**src/include/lws_cfg.svh**
```systemverilog
// Offsets, fields, reset values and timing counts of the LIN support block
`ifndef LWS_CFG_SVH
`define LWS_CFG_SVH
// Register offsets
`define LWS_ADDR_CFG      8'hb4
`define LWS_ADDR_FILT     8'hb5
`define LWS_ADDR_GDLY     8'hb6
`define LWS_ADDR_WDLY     8'hb7
`define LWS_ADDR_IEN      8'hc0
`define LWS_ADDR_ISTAT    8'hc1
`define LWS_ADDR_SSW      8'hc2
// Field positions
`define LWS_CFG_FAST      0
`define LWS_CFG_PDIS      1
`define LWS_CFG_SPEN      2
`define LWS_CFG_CLR_TO    4
`define LWS_CFG_CLR_SH    5
`define LWS_IRQ_TO        2
`define LWS_IRQ_SH        3
`define LWS_IRQ_WU        4
`define LWS_SSW_TO        2
`define LWS_SSW_SH        3
// Reset values
`define LWS_RST_CFG       8'h00
`define LWS_RST_FILT      8'h0f
`define LWS_RST_GDLY      8'h4f
`define LWS_RST_WDLY      5'h14
`define LWS_RST_IEN       8'h00
// Wakeup counter idle and saturation value
`define LWS_WU_SAT        6'h20
// Timing: clock period and event times in ns
`define LWS_CLK_NS        40
`define LWS_TIMEOUT_NS    10240000
`define LWS_LP_NS         8000
// Derived cycle counts
`define LWS_TIMEOUT_CYC   (`LWS_TIMEOUT_NS / `LWS_CLK_NS)
`define LWS_LP_CYC        (`LWS_LP_NS / `LWS_CLK_NS)
// 4 MHz tick from 25 MHz: fractional accumulator step and modulus
`define LWS_F4_STEP       5'h04
`define LWS_F4_MOD        5'h19
`endif

```
**src/include/lws_pkg.sv**
```systemverilog
// Types shared by the LIN support block
package lws_pkg;
  // Register bus data word
  typedef logic [7:0] lws_byte_type;
  // Wakeup counter
  typedef logic [5:0] lws_wcnt_type;
endpackage : lws_pkg

```
**src/hw/lws_top.sv**
```systemverilog
// LIN wakeup, transmit stuck and bus short protection logic
//
// Chosen here: the register offsets and the strobed register port.
`timescale 1ns/1ps
`include "lws_cfg.svh"

module lws_top #(
  parameter int TIMEOUT_CYCLES = `LWS_TIMEOUT_CYC,
  parameter int LP_CYCLES      = `LWS_LP_CYC
) (
  input  wire logic       CLOCK,
  input  wire logic       RST_N,
  input  wire logic       FULL_POWER_STATE,
  input  wire logic       TXD_IN,
  input  wire logic       RXD,
  input  wire logic       SHORT_IN,
  input  wire logic [7:0] ADDR,
  input  wire logic [7:0] WDATA,
  input  wire logic       WR,
  input  wire logic       RD,
  output logic      [7:0] RDATA,
  output logic            TXD_OUT,
  output logic            WAKEUP,
  output logic            LIN_FAST
);
  localparam int TW = $clog2(TIMEOUT_CYCLES + 1);
  localparam int LW = $clog2(LP_CYCLES + 1);
  // Refuse counts the counters cannot serve
  generate
    if (TIMEOUT_CYCLES < 2 || LP_CYCLES < 2)
    begin : g_chk
      $error("lws_top: counts must be at least 2");
    end
  endgenerate
  // Divider state
  logic [LW-1:0] lp_cnt_r,  lp_cnt_nxt;   // 125 kHz divider
  logic          lp_tick_r, lp_tick_nxt;  // One-cycle 125 kHz enable
  logic [4:0]    f4_acc_r,  f4_acc_nxt;   // 4 MHz phase accumulator
  logic          f4_tick_r, f4_tick_nxt;  // One-cycle 4 MHz enable
  // Register state
  logic [7:0] cfg_r,  cfg_nxt;    // Bus config register
  logic [7:0] filt_r, filt_nxt;   // Short debounce setting
  logic [7:0] gdly_r, gdly_nxt;   // Short gate delay setting
  logic [4:0] wdly_r, wdly_nxt;   // Wakeup low time setting
  logic [7:0] ien_r,  ien_nxt;    // Interrupt enable vector
  logic [7:0] ist_r,  ist_nxt;    // Interrupt status vector
  logic [7:0] rdat_r, rdat_nxt;   // Read data, one cycle after strobe
  // Protection state
  lws_pkg::lws_wcnt_type wcnt_r, wcnt_nxt;  // Wakeup counter
  logic          wake_r,  wake_nxt;   // Wakeup strobe out
  logic [TW-1:0] tcnt_r,  tcnt_nxt;   // Transmit low time
  logic          stuck_r, stuck_nxt;  // Transmit stuck flag
  logic [7:0]    gcnt_r,  gcnt_nxt;   // Gate delay count
  logic          gopen_r, gopen_nxt;  // Gate opened after delay
  logic [8:0]    dcnt_r,  dcnt_nxt;   // Debounce count
  logic          short_r, short_nxt;  // Bus short flag
  logic          txd_r,   txd_nxt;    // Transmit to transceiver
  // Combinational helpers
  logic wr_cfg;      // Write to bus config register
  logic rd_ist;      // Read of the status register
  logic wu_set;      // Wakeup status set strobe
  logic to_set;      // Timeout event
  logic sh_set;      // Filtered short event
  logic gated;       // Gated short signal
  logic path_ok;     // Transmit low while receive high
  // Decodes
  assign wr_cfg  = WR && (ADDR == `LWS_ADDR_CFG);
  assign rd_ist  = RD && (ADDR == `LWS_ADDR_ISTAT);
  assign path_ok = !txd_r && RXD;
  // Gate: closed at once on tx high or rx low; a zero delay setting bypasses it
  // immediate gate close
  always_comb
  begin
    if (gdly_r == 8'h00)
      gated = SHORT_IN;
    else
      gated = SHORT_IN && path_ok && gopen_r;
  end

  // Slow enables; 4 MHz averages 4 of every 25 cycles, jitter accepted
  always_comb
  begin
    lp_tick_nxt = 1'b0;
    lp_cnt_nxt  = lp_cnt_r + LW'(1);
    if (lp_cnt_r == LW'(LP_CYCLES - 1))
    begin
      lp_cnt_nxt  = '0;
      lp_tick_nxt = 1'b1;
    end
    f4_tick_nxt = 1'b0;
    f4_acc_nxt  = f4_acc_r + `LWS_F4_STEP;
    if (f4_acc_nxt >= `LWS_F4_MOD)
    begin
      f4_acc_nxt  = f4_acc_nxt - `LWS_F4_MOD;
      f4_tick_nxt = 1'b1;
    end
  end

  // Divider registers
  always_ff @(posedge CLOCK or negedge RST_N)
  begin
    if (!RST_N)
    begin
      lp_cnt_r  <= '0;
      lp_tick_r <= 1'b0;
      f4_acc_r  <= 5'h00;
      f4_tick_r <= 1'b0;
    end
    else
    begin
      lp_cnt_r  <= lp_cnt_nxt;
      lp_tick_r <= lp_tick_nxt;
      f4_acc_r  <= f4_acc_nxt;
      f4_tick_r <= f4_tick_nxt;
    end
  end

  // Wakeup detection on the 125 kHz tick
  always_comb
  begin
    wcnt_nxt = wcnt_r;
    wu_set   = 1'b0;
    if (!ien_r[`LWS_IRQ_WU])
      wcnt_nxt = `LWS_WU_SAT;
    else if (lp_tick_r)
    begin
      if (RXD)
        wcnt_nxt = 6'h00;
      else if (wcnt_r != `LWS_WU_SAT)
        wcnt_nxt = wcnt_r + 6'h01;
      wu_set = (wcnt_nxt == {1'b0, wdly_r}) && (wcnt_nxt != wcnt_r);
    end
    wake_nxt = wu_set;
  end

  // Timeout in full power; one event per low stretch so a read sticks
  always_comb
  begin
    tcnt_nxt = tcnt_r;
    to_set   = 1'b0;
    if (!FULL_POWER_STATE || TXD_IN)
      tcnt_nxt = '0;
    else if (tcnt_r != TW'(TIMEOUT_CYCLES))
    begin
      tcnt_nxt = tcnt_r + TW'(1);
      to_set   = (tcnt_r == TW'(TIMEOUT_CYCLES - 1));
    end
    stuck_nxt = stuck_r;
    if (wr_cfg && WDATA[`LWS_CFG_CLR_TO])
      stuck_nxt = 1'b0;
    if (to_set)
      stuck_nxt = 1'b1;
  end

  // Short gating and debounce on the 4 MHz tick
  always_comb
  begin
    gcnt_nxt  = gcnt_r;
    gopen_nxt = gopen_r;
    if (!path_ok)
    begin
      gcnt_nxt  = 8'h00;
      gopen_nxt = 1'b0;
    end
    else if (f4_tick_r && !gopen_r)
    begin
      gcnt_nxt  = gcnt_r + 8'h01;
      gopen_nxt = (gcnt_nxt == gdly_r);
    end
    dcnt_nxt = dcnt_r;
    sh_set   = 1'b0;
    if (!gated)
      dcnt_nxt = 9'h000;
    else if (f4_tick_r && (dcnt_r <= {1'b0, filt_r}))
    begin
      dcnt_nxt = dcnt_r + 9'h001;
      sh_set   = (dcnt_r == {1'b0, filt_r});
    end
    short_nxt = short_r;
    if (wr_cfg && WDATA[`LWS_CFG_CLR_SH])
      short_nxt = 1'b0;
    if (sh_set && cfg_r[`LWS_CFG_SPEN])
      short_nxt = 1'b1;
    if (cfg_r[`LWS_CFG_PDIS])
      txd_nxt = TXD_IN;
    else
      txd_nxt = TXD_IN | stuck_r | short_r;
  end

  // Protection registers
  always_ff @(posedge CLOCK or negedge RST_N)
  begin
    if (!RST_N)
    begin
      wcnt_r  <= `LWS_WU_SAT;
      wake_r  <= 1'b0;
      tcnt_r  <= '0;
      stuck_r <= 1'b0;
      gcnt_r  <= 8'h00;
      gopen_r <= 1'b0;
      dcnt_r  <= 9'h000;
      short_r <= 1'b0;
      txd_r   <= 1'b1;
    end
    else
    begin
      wcnt_r  <= wcnt_nxt;
      wake_r  <= wake_nxt;
      tcnt_r  <= tcnt_nxt;
      stuck_r <= stuck_nxt;
      gcnt_r  <= gcnt_nxt;
      gopen_r <= gopen_nxt;
      dcnt_r  <= dcnt_nxt;
      short_r <= short_nxt;
      txd_r   <= txd_nxt;
    end
  end

  // Register writes, status set/clear and read mux
  always_comb
  begin
    cfg_nxt  = cfg_r;
    filt_nxt = filt_r;
    gdly_nxt = gdly_r;
    wdly_nxt = wdly_r;
    ien_nxt  = ien_r;
    ist_nxt  = ist_r;
    rdat_nxt = 8'h00;
    if (WR)
    begin
      case (ADDR)
        // Clear strobes never stored
        `LWS_ADDR_CFG:  cfg_nxt  = {5'h00, WDATA[2:0]};
        `LWS_ADDR_FILT: filt_nxt = WDATA;
        `LWS_ADDR_GDLY: gdly_nxt = WDATA;
        `LWS_ADDR_WDLY: wdly_nxt = WDATA[4:0];
        `LWS_ADDR_IEN:  ien_nxt  = WDATA;
        default:        ;
      endcase
    end
    if (RD)
    begin
      case (ADDR)
        `LWS_ADDR_CFG:   rdat_nxt = cfg_r;
        `LWS_ADDR_FILT:  rdat_nxt = filt_r;
        `LWS_ADDR_GDLY:  rdat_nxt = gdly_r;
        `LWS_ADDR_WDLY:  rdat_nxt = {3'h0, wdly_r};
        `LWS_ADDR_IEN:   rdat_nxt = ien_r;
        `LWS_ADDR_ISTAT: rdat_nxt = ist_r;
        `LWS_ADDR_SSW:
          rdat_nxt = {4'h0, short_r, stuck_r, 2'b00};
        default:         rdat_nxt = 8'h00;
      endcase
    end
    if (rd_ist)
      ist_nxt = 8'h00;
    // Set beats a clear in the same cycle
    if (to_set)
      ist_nxt[`LWS_IRQ_TO] = 1'b1;
    if (sh_set)
      ist_nxt[`LWS_IRQ_SH] = 1'b1;
    if (wu_set)
      ist_nxt[`LWS_IRQ_WU] = 1'b1;
  end

  // Register file flops
  always_ff @(posedge CLOCK or negedge RST_N)
  begin
    if (!RST_N)
    begin
      cfg_r  <= `LWS_RST_CFG;
      filt_r <= `LWS_RST_FILT;
      gdly_r <= `LWS_RST_GDLY;
      wdly_r <= `LWS_RST_WDLY;
      ien_r  <= `LWS_RST_IEN;
      ist_r  <= 8'h00;
      rdat_r <= 8'h00;
    end
    else
    begin
      cfg_r  <= cfg_nxt;
      filt_r <= filt_nxt;
      gdly_r <= gdly_nxt;
      wdly_r <= wdly_nxt;
      ien_r  <= ien_nxt;
      ist_r  <= ist_nxt;
      rdat_r <= rdat_nxt;
    end
  end

  // Outputs straight from flops
  assign RDATA    = rdat_r;
  assign TXD_OUT  = txd_r;
  assign WAKEUP   = wake_r;
  assign LIN_FAST = cfg_r[`LWS_CFG_FAST];

endmodule : lws_top

```
**config.mk**
```make
export PLATFORM = sky130hd
export DESIGN_NAME = lws_top
export DESIGN_NICKNAME = d
export VERILOG_FILES = /design/src/include/lws_pkg.sv /design/src/hw/lws_top.sv
export VERILOG_INCLUDE_DIRS = /design/src /design/src/include
export SDC_FILE = /design/constraint.sdc
export NUM_CORES = 1
export LEC_CHECK = 0
export BUFFER_PORTS_ARGS = -buffer_cell sky130_fd_sc_hd__buf_2
export CAP_MARGIN = 30
export CORE_ASPECT_RATIO = 1.1
export CORE_MARGIN = 1.5
export CORE_UTILIZATION = 35
export CTS_CLUSTER_SIZE = 24
export DETAILED_ROUTE_END_ITERATION = 12
export SKIP_CTS_REPAIR_TIMING = 1
export SYNTH_ARGS = -nofsm -noshare
export SYNTH_HDL_FRONTEND = slang
export SYNTH_SLANG_ARGS = --single-unit
```
**constraint.sdc**
```tcl
create_clock -name CLOCK -period 2.4 [get_ports CLOCK]
set_input_delay 0.24 -clock CLOCK [delete_from_list [all_inputs] [get_ports CLOCK]]
set_output_delay 0.24 -clock CLOCK [all_outputs]
set_load 0.1 [all_outputs]
```
==> results.txt, run 1 <==
outcome -> completed
fin cells -> 799
worst-margin pin slew -> 0.695 ns
CP most frequent cell -> a21oi_1
first-pass GRT wire length -> 21600 µm
Syn Std Cell Area -> 0.00571 mm²
synthesis warning total -> 0
fin nets -> 638
initial antenna violation count -> 0
Endpoint, Worst Hold -> TXD_OUT$_DFF_PN1_
Post-synth EDFFs -> 0
grt ovf -> 0
Antenna Nets Post-Route -> 0
CP bufs+invs -> 1
register bit total from synthesis -> 104
Total Routing Usage GR -> 15.8%
via count -> 4282
prevailing post-synth register cell -> dfrtp_1
most common cell after layout, fill and taps aside -> dfrtp_1
asr flop ratio synth -> 100%
CP max stage cell -> dfstp_2
die span in x -> 125 µm
wire length per cell -> 15.8 µm
relative slew slack -> 53.6%
RSZ-0062 raised after global routing -> false
peak supply drop -> 0.369 mV
routed vias/inst -> 5.36
Worst EP arrival -> 2.43 ns
power density over the cells -> 571 mW/mm²
H-tree depth -> 3
core area -> 0.0158 mm²
area of the multi-input gates -> 0.00291 mm²
count of final hold-check violations -> 0
ant diodes -> 0
largest net degree at the start of global routing -> 55
delay-heaviest family, CP -> compound AO/OA/AOI/OAI gates
Synthesized Nets -> 605
Crit Path Category -> flop to flop
First-pass DRT Iterations -> 4
clock sinks -> 104
max cap viols -> 0
r2r endpoint -> dcnt_r[3]$_DFFE_PN0P_
Cells after Synth -> 561
Final setup viols -> 0
CP peak stage delay -> 0.54 ns
Longest Clk Path Bufs -> 2
Fmax -> 463 MHz
full die area -> 0.0171 mm²
RR Startpoint -> filt_r[3]$_DFFE_PN1P_
Max FO, Critical Path -> 7
P_leak -> 2.79 nW
Seq/Total Area, Yosys -> 45.9%
Final WS setup -> 0.241 ns
worst reg2reg path depth -> 7
flop2flop setup slack -> 0.24 ns
cells along the critical path -> inv_1 -> ha_1 -> a21o_1 -> a21oi_1 -> o221ai_1 -> a21oi_1 -> mux2i_1
Ports -> 35
Synth cell types -> 67
cts bufs inserted -> 9
drt total wl -> 12600 µm
Die Ht -> 137 µm
post-DP HPWL -> 9130 µm
Placer Congestion -> 0.789
final hold slack -> 0.135 ns
Final Skew -> 0.00964 ns
final period utilization -> 90.0%
Setup TNS Final -> 0 ns
Port Buffers -> 34
CTS tree -> yes
CP Capture Type -> flop
number of global-route vias before repair -> 4402
minimum clock period -> 2.16 ns
Cell Rows -> 48
detailed-route DRC error count -> 0
Hold Path Class -> input port to flop
DRT iter0 DRCs -> 269
Clock Latency Late Sink -> 0.35 ns
starting density of the core -> 36.1%
placed insts -> 782
critical path depth -> 7
Worst Hold Path Cells -> 2
worst path required time -> 2.67 ns
Worst-path clk slew -> 0.07 ns
fillcell total -> 1527
Slew Viols, Final -> 0
crit path launch type -> flop
hold wc startpoint -> TXD_IN
root buf cell -> clkbuf_16
layout cells sized above 1 -> 19.0%
most frequent cells in the layout -> dfrtp_1, nor2_1, nand2_1
Placement Setup Slack -> 0.259 ns
FF/Latch Area -> 0.00262 mm²
syn avg cell area -> 10.2 µm²
Layout Area Growth over Synthesis -> 12.8%
## per-layer routing
| layer | vias to the layer above | wire [µm] | track usage, % |
|---|---|---|---|
| li1 | 2061 | - | - |
| met1 | 2115 | 5740 | 20.0 |
| met2 | 92 | 6120 | 27.0 |
| met3 | 14 | 501 | 2.50 |
| met4 | 0 | 216 | 6.70 |
| met5 | - | 0 | 0 |
## worst max-delay path by stage
stage                                  to                  start
floorplan           dcnt_r[3]$_DFFE_PN0P_  filt_r[3]$_DFFE_PN1P_
global placement    dcnt_r[4]$_DFFE_PN0P_  filt_r[3]$_DFFE_PN1P_
detailed placement  dcnt_r[4]$_DFFE_PN0P_  filt_r[3]$_DFFE_PN1P_
CTS                 dcnt_r[4]$_DFFE_PN0P_  filt_r[3]$_DFFE_PN1P_
global route        dcnt_r[3]$_DFFE_PN0P_  filt_r[3]$_DFFE_PN1P_
finish              dcnt_r[3]$_DFFE_PN0P_  filt_r[3]$_DFFE_PN1P_
## synthesized netlist by cell type, types with 4 or more instances
cell type,number,area (µm²)
a21oi_1,33,165
a22o_1,7,61.3
a22oi_1,7,52.6
and2_1,5,31.3
and3_1,5,31.3
buf_2,9,45.0
clkbuf_1,9,33.8
dfrtp_1,91,2280
dfstp_2,13,342
ha_1,20,250
inv_1,23,86.3
mux2_1,8,90.1
mux2_2,25,282
mux2i_1,11,110
nand2_1,38,143
nand2b_1,12,75.1
nand3_1,25,125
nand4_1,11,68.8
nor2_1,50,188
nor2b_1,15,93.8
nor3_1,12,60.1
nor3b_1,6,45.0
nor4_1,4,25.0
o21ai_0,25,125
or3_1,7,43.8
xnor2_1,17,149
xor2_1,19,166
## kinds of logic after synthesis
kind of cell / Yosys count / share of synthesized area [%]
and+or+nand+nor: 212 / 20.1
DFF: 104 / 45.9
AOI/OAI and AO/OA: 99 / 11.6
muxes: 46 / 9.23
buffers and inverters: 44 / 3.29
xor gates and xnor gates: 36 / 5.53
adders and majority gates: 20 / 4.39
## flip-flops by register name, indices dropped and copies added (netlist names), 3 cells and up
name and cells:
tcnt_r 18, dcnt_r 9, RDATA 8, filt_r 8, gcnt_r 8, gdly_r 8, ien_r 8, lp_cnt_r 8
wcnt_r 6, f4_acc_r 5, wdly_r 5, cfg_r 3, ist_r 3
## where the power goes
| group | internal (mW) | switching, mW |
|---|---|---|
| logic | 0.0943 | 0.163 |
| registers | 1.79 | 0.0359 |
| clock network | 0.922 | 0.664 |
| total | 2.81 | 0.863 |
## cell type report
type	count	share of cell area (%)
multi-input cells	413	45.2
flip-flops and latches	104	40.7
repair buffers	43	3.97
well taps	200	3.89
clock buffers	10	3.56
clock inverters	6	1.42
inverters	23	1.34
## metrics by stage
stage	utilization [%]	instance area, µm²	total power, mW
6_report	40.8	6440	3.67
5_1_grt	40.8	6440	3.82
4_1_cts	40.7	6430	3.72
3_5_place_dp	38.7	6110	2.12
3_3_place_gp	38.7	6110	2.11
2_1_floorplan	-	5710	2.00
Note: power is estimated with default switching activity, not from simulation.
==> inputs of run 2 (changes only) <==
- CORE_UTILIZATION: 35 -> 51
- PLACE_DENSITY: not set -> 0.69
==> results.txt, run 2 (synthesized netlist as in run 1, its figures left out) <==
Clock power frac -> 46.2% (+3.0 points)
H-tree depth -> 3 (unchanged)
Hold Path Class -> input port to flop
via count -> 4257 (-0.58%)
Total Routing Usage GR -> 21.5% (+5.7 points)
Net Sw Frac -> 21.5% (-2.0 points)
initial antenna violation count -> 0 (unchanged)
worst path required time -> 2.67 ns (about the same)
most frequent cells in the layout -> dfrtp_1, nor2_1, nand2_1
Fmax -> 468 MHz (+1.0%)
routed vias/inst -> 5.71 (+6.6%)
Port Buffers -> 34 (unchanged)
fillcell total -> 916 (-40%)
drt total wl -> 11800 µm (-5.9%)
peak supply drop -> 0.355 mV (-3.8%)
detailed-route DRC error count -> 0 (unchanged)
crit path launch type -> flop
RR Startpoint -> filt_r[3]$_DFFE_PN1P_
Worst Setup SP -> filt_r[3]$_DFFE_PN1P_
Worst-path clk slew -> 0.07 ns (about the same)
Worst EP arrival -> 2.41 ns (-0.02 ns)
r2r endpoint -> dcnt_r[3]$_DFFE_PN0P_
fin nets -> 637 (-0.16%)
minimum clock period -> 2.14 ns (-0.0220 ns)
Final WS setup -> 0.263 ns (+0.0220 ns)
post-DP HPWL -> 8540 µm (-6.5%)
full die area -> 0.0118 mm² (-31%)
power density over the cells -> 604 mW/mm² (+5.8%)
cells along the critical path -> inv_1 -> ha_1 -> a21o_1 -> a21oi_1 -> o221ai_1 -> a21oi_1 -> mux2i_1
Reg with most FFs -> tcnt_r
wire length per cell -> 15.9 µm (+0.94%)
CP bufs+invs -> 1 (unchanged)
flop2flop setup slack -> 0.26 ns (+0.02 ns)
Setup TNS Final -> 0 ns (unchanged)
root buf cell -> clkbuf_16
outcome -> completed
Antenna Nets Post-Route -> 0 (unchanged)
Longest Clk Path Bufs -> 2 (unchanged)
Placement Setup Slack -> 0.328 ns (+0.0687 ns)
starting density of the core -> 52.3% (+16 points)
Placer Congestion -> 0.877 (+11%)
CTS tree -> yes
Internal -> 3.04 mW (+8.1%)
Die Ht -> 114 µm (-17%)
number of global-route vias before repair -> 4188 (-4.9%)
First-pass DRT Iterations -> 4 (unchanged)
Slew Viols, Final -> 0 (unchanged)
Layout Area Growth over Synthesis -> 12.4%
RSZ-0062 raised after global routing -> false
P_leak -> 2.81 nW (+0.72%)
Cell Rows -> 40 (-17%)
CP max stage cell -> dfstp_2
die span in x -> 104 µm (-17%)
core area -> 0.0109 mm² (-31%)
max reg flops -> 18 (unchanged)
delay-heaviest family, CP -> compound AO/OA/AOI/OAI gates
max cap viols -> 0 (unchanged)
ant diodes -> 0 (unchanged)
first-pass GRT wire length -> 20100 µm (-7.1%)
biggest regs -> tcnt_r x18, dcnt_r x9
cts bufs inserted -> 9 (unchanged)
clock sinks -> 104 (unchanged)
Psw -> 834 µW (-3.3%)
most common cell after layout, fill and taps aside -> dfrtp_1
worst setup path endpoint -> dcnt_r[3]$_DFFE_PN0P_
layout cells sized above 1 -> 19.1% (+0.032 points)
critical path depth -> 7 (unchanged)
placed cell area -> 0.00603 mm² (-1.2%)
count of final hold-check violations -> 0 (unchanged)
final period utilization -> 89.0% (-0.92 points)
Crit Path Category -> flop to flop
worst-margin pin slew -> 0.711 ns (+0.0153 ns)
Max FO, Critical Path -> 7 (unchanged)
relative slew slack -> 52.6% (-1.0 points)
CP Capture Type -> flop
Final setup viols -> 0 (unchanged)
Ports -> 35 (unchanged)
CP most frequent cell -> a21oi_1
CP peak stage delay -> 0.54 ns (about the same)
Clock Latency Late Sink -> 0.35 ns (about the same)
Final Skew -> 0.00669 ns (-0.00295 ns)
design area -> 0.00641 mm² (-0.39%)
part of the power in combinational logic -> 6.7% (-0.3 points)
largest net degree at the start of global routing -> 54 (-1.8%)
worst reg2reg path depth -> 7 (unchanged)
grt ovf -> 0 (unchanged)
DRT iter0 DRCs -> 246 (-8.6%)
sequential fraction of design power -> 47.2% (-2.6 points)
[run 2: worst min path at each step]
stage             start  slack, ns  depth (start not counted)               endpoint
6_report       WDATA[4]       0.13                          2   ien_r[4]$_DFFE_PN0P_
3_5_place_dp      RST_N       0.33                          1  wcnt_r[3]$_DFFE_PN0P_
2_1_floorplan     RST_N      -0.06                          0     RDATA[0]$_DFF_PN0_
3_3_place_gp      RST_N       0.33                          1  wcnt_r[3]$_DFFE_PN0P_
4_1_cts           RST_N      -0.04                          1  wcnt_r[3]$_DFFE_PN0P_
5_1_grt        WDATA[4]       0.13                          2   ien_r[4]$_DFFE_PN0P_
[run 2: power by group through the flow]
stage	Clock [mW]	Sequential, mW	Combinational, mW
after floorplan	0	1.86	0.139
after global placement	0	1.86	0.253
after detailed placement	0	1.86	0.260
after CTS	1.83	1.83	0.261
after global routing	1.90	1.83	0.288
final	1.79	1.83	0.259
[run 2: final cells by class]
class / instances / area (µm²) / share of cell area (%)
well taps: 147 / 184 / 2.87
clock buffers: 10 / 239 / 3.73
multi-input cells: 413 / 2910 / 45.3
flip-flops and latches: 104 / 2620 / 40.8
repair buffers: 42 / 248 / 3.86
clock inverters: 6 / 130 / 2.03
inverters: 23 / 86.3 / 1.35
[run 2: stage by stage]
step	power [mW]	instances	hold slack [ns]	utilization [%]
finish	3.87	745	0.130	58.8
global route	4.01	745	0.125	58.8
CTS	3.91	744	-0.0395	58.7
detailed placement	2.12	728	0.335	55.3
global placement	2.11	728	0.333	55.3
floorplan	2.00	561	-0.0556	-
[run 2: layer usage]
layer	wire length, µm	up-vias	track usage [%]
li1	-	2069	-
met1	5280	2081	27.2
met2	5830	85	35.9
met3	442	22	3.71
met4	294	0	10.6
met5	0	-	0
==> inputs of run 3 (changes only) <==
- clock period: 2.4 -> 2 ns (I/O delays scaled with it)
==> results.txt, run 3 (synthesized netlist as in run 1, its figures left out) <==
peak supply drop -> 0.430 mV (+21%)
Final Skew -> 0.00959 ns (+0.00290 ns)
Internal -> 3.16 mW (+4.0%)
worst path required time -> 2.27 ns (-0.40 ns)
CP max stage cell -> dfstp_2
initial antenna violation count -> 0 (unchanged)
CTS tree -> yes
root buf cell -> clkbuf_16
cells along the critical path -> inv_1 -> ha_1 -> nand4_1 -> buf_4 -> o221a_2 -> o21ai_2 -> mux2i_1
count of final hold-check violations -> 0 (unchanged)
post-DP HPWL -> 8590 µm (+0.58%)
crit path launch type -> flop
layout cells sized above 1 -> 22.2% (+3.2 points)
worst-margin pin slew -> 0.607 ns (-0.104 ns)
Slew Viols, Final -> 0 (unchanged)
Die Ht -> 114 µm (unchanged)
Final Power -> 4.20 mW (+8.4%)
Total Routing Usage GR -> 21.6% (+0.099 points)
CP Capture Type -> flop
grt ovf -> 0 (unchanged)
CP peak stage delay -> 0.55 ns (about the same)
wire length per cell -> 16.2 µm (+1.8%)
Port Buffers -> 34 (unchanged)
final period utilization -> 95.4% (+6.4 points)
Max FO, Critical Path -> 3 (-4)
Ports -> 35 (unchanged)
Longest Clk Path Bufs -> 2 (unchanged)
Net Sw Frac -> 24.7% (+3.2 points)
Worst Hold Path Cells -> 2 (unchanged)
Cell Rows -> 40 (unchanged)
routed vias/inst -> 5.77 (+0.94%)
fin nets -> 646 (+1.4%)
core area -> 0.0109 mm² (unchanged)
minimum clock period -> 1.91 ns (-0.229 ns)
most common cell after layout, fill and taps aside -> dfrtp_1
Placement Setup Slack -> -0.0811 ns (-0.409 ns)
max cap viols -> 0 (unchanged)
number of global-route vias before repair -> 4295 (+2.6%)
Worst EP arrival -> 2.18 ns (-0.23 ns)
most frequent cells in the layout -> dfrtp_1, nor2_1, nand2_1
ant diodes -> 0 (unchanged)
H-tree depth -> 3 (unchanged)
part of the power in combinational logic -> 7.8% (+1.1 points)
detailed-route DRC error count -> 0 (unchanged)
Clock power frac -> 39.9% (-6.3 points)
via count -> 4349 (+2.2%)
sequential fraction of design power -> 52.3% (+5.1 points)
cts bufs inserted -> 9 (unchanged)
outcome -> completed
biggest regs -> tcnt_r x18, dcnt_r x9
Reg with most FFs -> tcnt_r
Worst-path clk slew -> 0.07 ns (about the same)
worst reg2reg path depth -> 7 (unchanged)
clock sinks -> 104 (unchanged)
starting density of the core -> 52.3% (unchanged)
Hold Path Class -> input port to flop
First-pass DRT Iterations -> 8 (+4)
relative slew slack -> 59.6% (+6.9 points)
Psw -> 1.04 mW (+24%)
drt total wl -> 12200 µm (+3.0%)
fillcell total -> 961 (+4.9%)
power density over the cells -> 650 mW/mm² (+7.7%)
largest net degree at the start of global routing -> 105 (+94%)
Final setup viols -> 0 (unchanged)
Crit Path Category -> flop to flop
max reg flops -> 18 (unchanged)
Placer Congestion -> 0.866 (-1.3%)
P_leak -> 2.81 nW (+0.24%)
Fmax -> 524 MHz (+12%)
DRT iter0 DRCs -> 239 (-2.8%)
Clock Latency Late Sink -> 0.35 ns (about the same)
Layout Area Growth over Synthesis -> 13.1%
Antenna Nets Post-Route -> 0 (unchanged)
first-pass GRT wire length -> 20600 µm (+2.6%)
Final WS setup -> 0.0920 ns (-0.171 ns)
full die area -> 0.0118 mm² (unchanged)
die span in x -> 104 µm (unchanged)
[run 3: routing by layer]
layer / track usage (%) / wire length, µm / vias up
li1: - / - / 2078
met1: 28.0 / 5470 / 2115
met2: 35.8 / 5910 / 122
met3: 3.54 / 490 / 34
met4: 9.72 / 326 / 0
met5: 0 / 0 / -
[run 3: worst paths after layout]
| kind | startpoint | to | slack, ns |
|---|---|---|---|
| min | WDATA[4] | ien_r[4]$_DFFE_PN0P_ | 0.1 |
| min reg2reg | cfg_r[1]$_DFFE_PN0P_ | TXD_OUT$_DFF_PN1_ | 0.46 |
| max reg2reg | filt_r[3]$_DFFE_PN1P_ | dcnt_r[2]$_DFFE_PN0P_ | 0.09 |
| max in group asynchronous | RST_N | gcnt_r[3]$_DFFE_PN0P_ | 1.08 |
| max | filt_r[3]$_DFFE_PN1P_ | dcnt_r[2]$_DFFE_PN0P_ | 0.09 |
| min in group asynchronous | RST_N | wcnt_r[4]$_DFFE_PN0P_ | 0.41 |
[run 3: power by group through the flow]
stage | clock (mW) | sequential, mW | combinational (mW)
5_1_grt | 1.81 | 2.20 | 0.363
4_1_cts | 1.71 | 2.19 | 0.325
6_report | 1.67 | 2.19 | 0.329
3_3_place_gp | 0 | 2.23 | 0.314
2_1_floorplan | 0 | 2.24 | 0.167
3_5_place_dp | 0 | 2.23 | 0.323
[run 3: worst max-delay path: cells and delay by family (launching register included)]
family	cells	cell delay (ns)
multiplexers	1	0.20
buffers and inverters	2	0.22
flip-flops	1	0.55
adder cells (fa/ha/maj)	1	0.28
AND/OR/NAND/NOR	1	0.14
AO/OA/AOI/OAI	2	0.43
[run 3: metrics by stage]
stage / util, % / setup TNS, ns / hold slack [ns] / area (µm²) / std cells
detailed placement: 55.9 / -0.371 / 0.314 / 6100 / 737
finish: 59.2 / 0 / 0.0963 / 6450 / 754
global route: 59.2 / -0.0664 / 0.0897 / 6450 / 754
floorplan: - / 0 / -0.0956 / 5710 / 561
CTS: 58.5 / -0.451 / -0.0534 / 6380 / 753
global placement: 55.9 / -0.0226 / 0.308 / 6100 / 737
[run 3: final cells by class]
cell class / count / area (µm²) / area share [%]
timing repair buffer: 51 / 315 / 4.88
sequential: 104 / 2620 / 40.6
inverter: 23 / 86.3 / 1.34
clock inverter: 6 / 41.3 / 0.640
clock buffer: 10 / 239 / 3.70
multi-input combinational: 413 / 2970 / 46.0
tap: 147 / 184 / 2.85
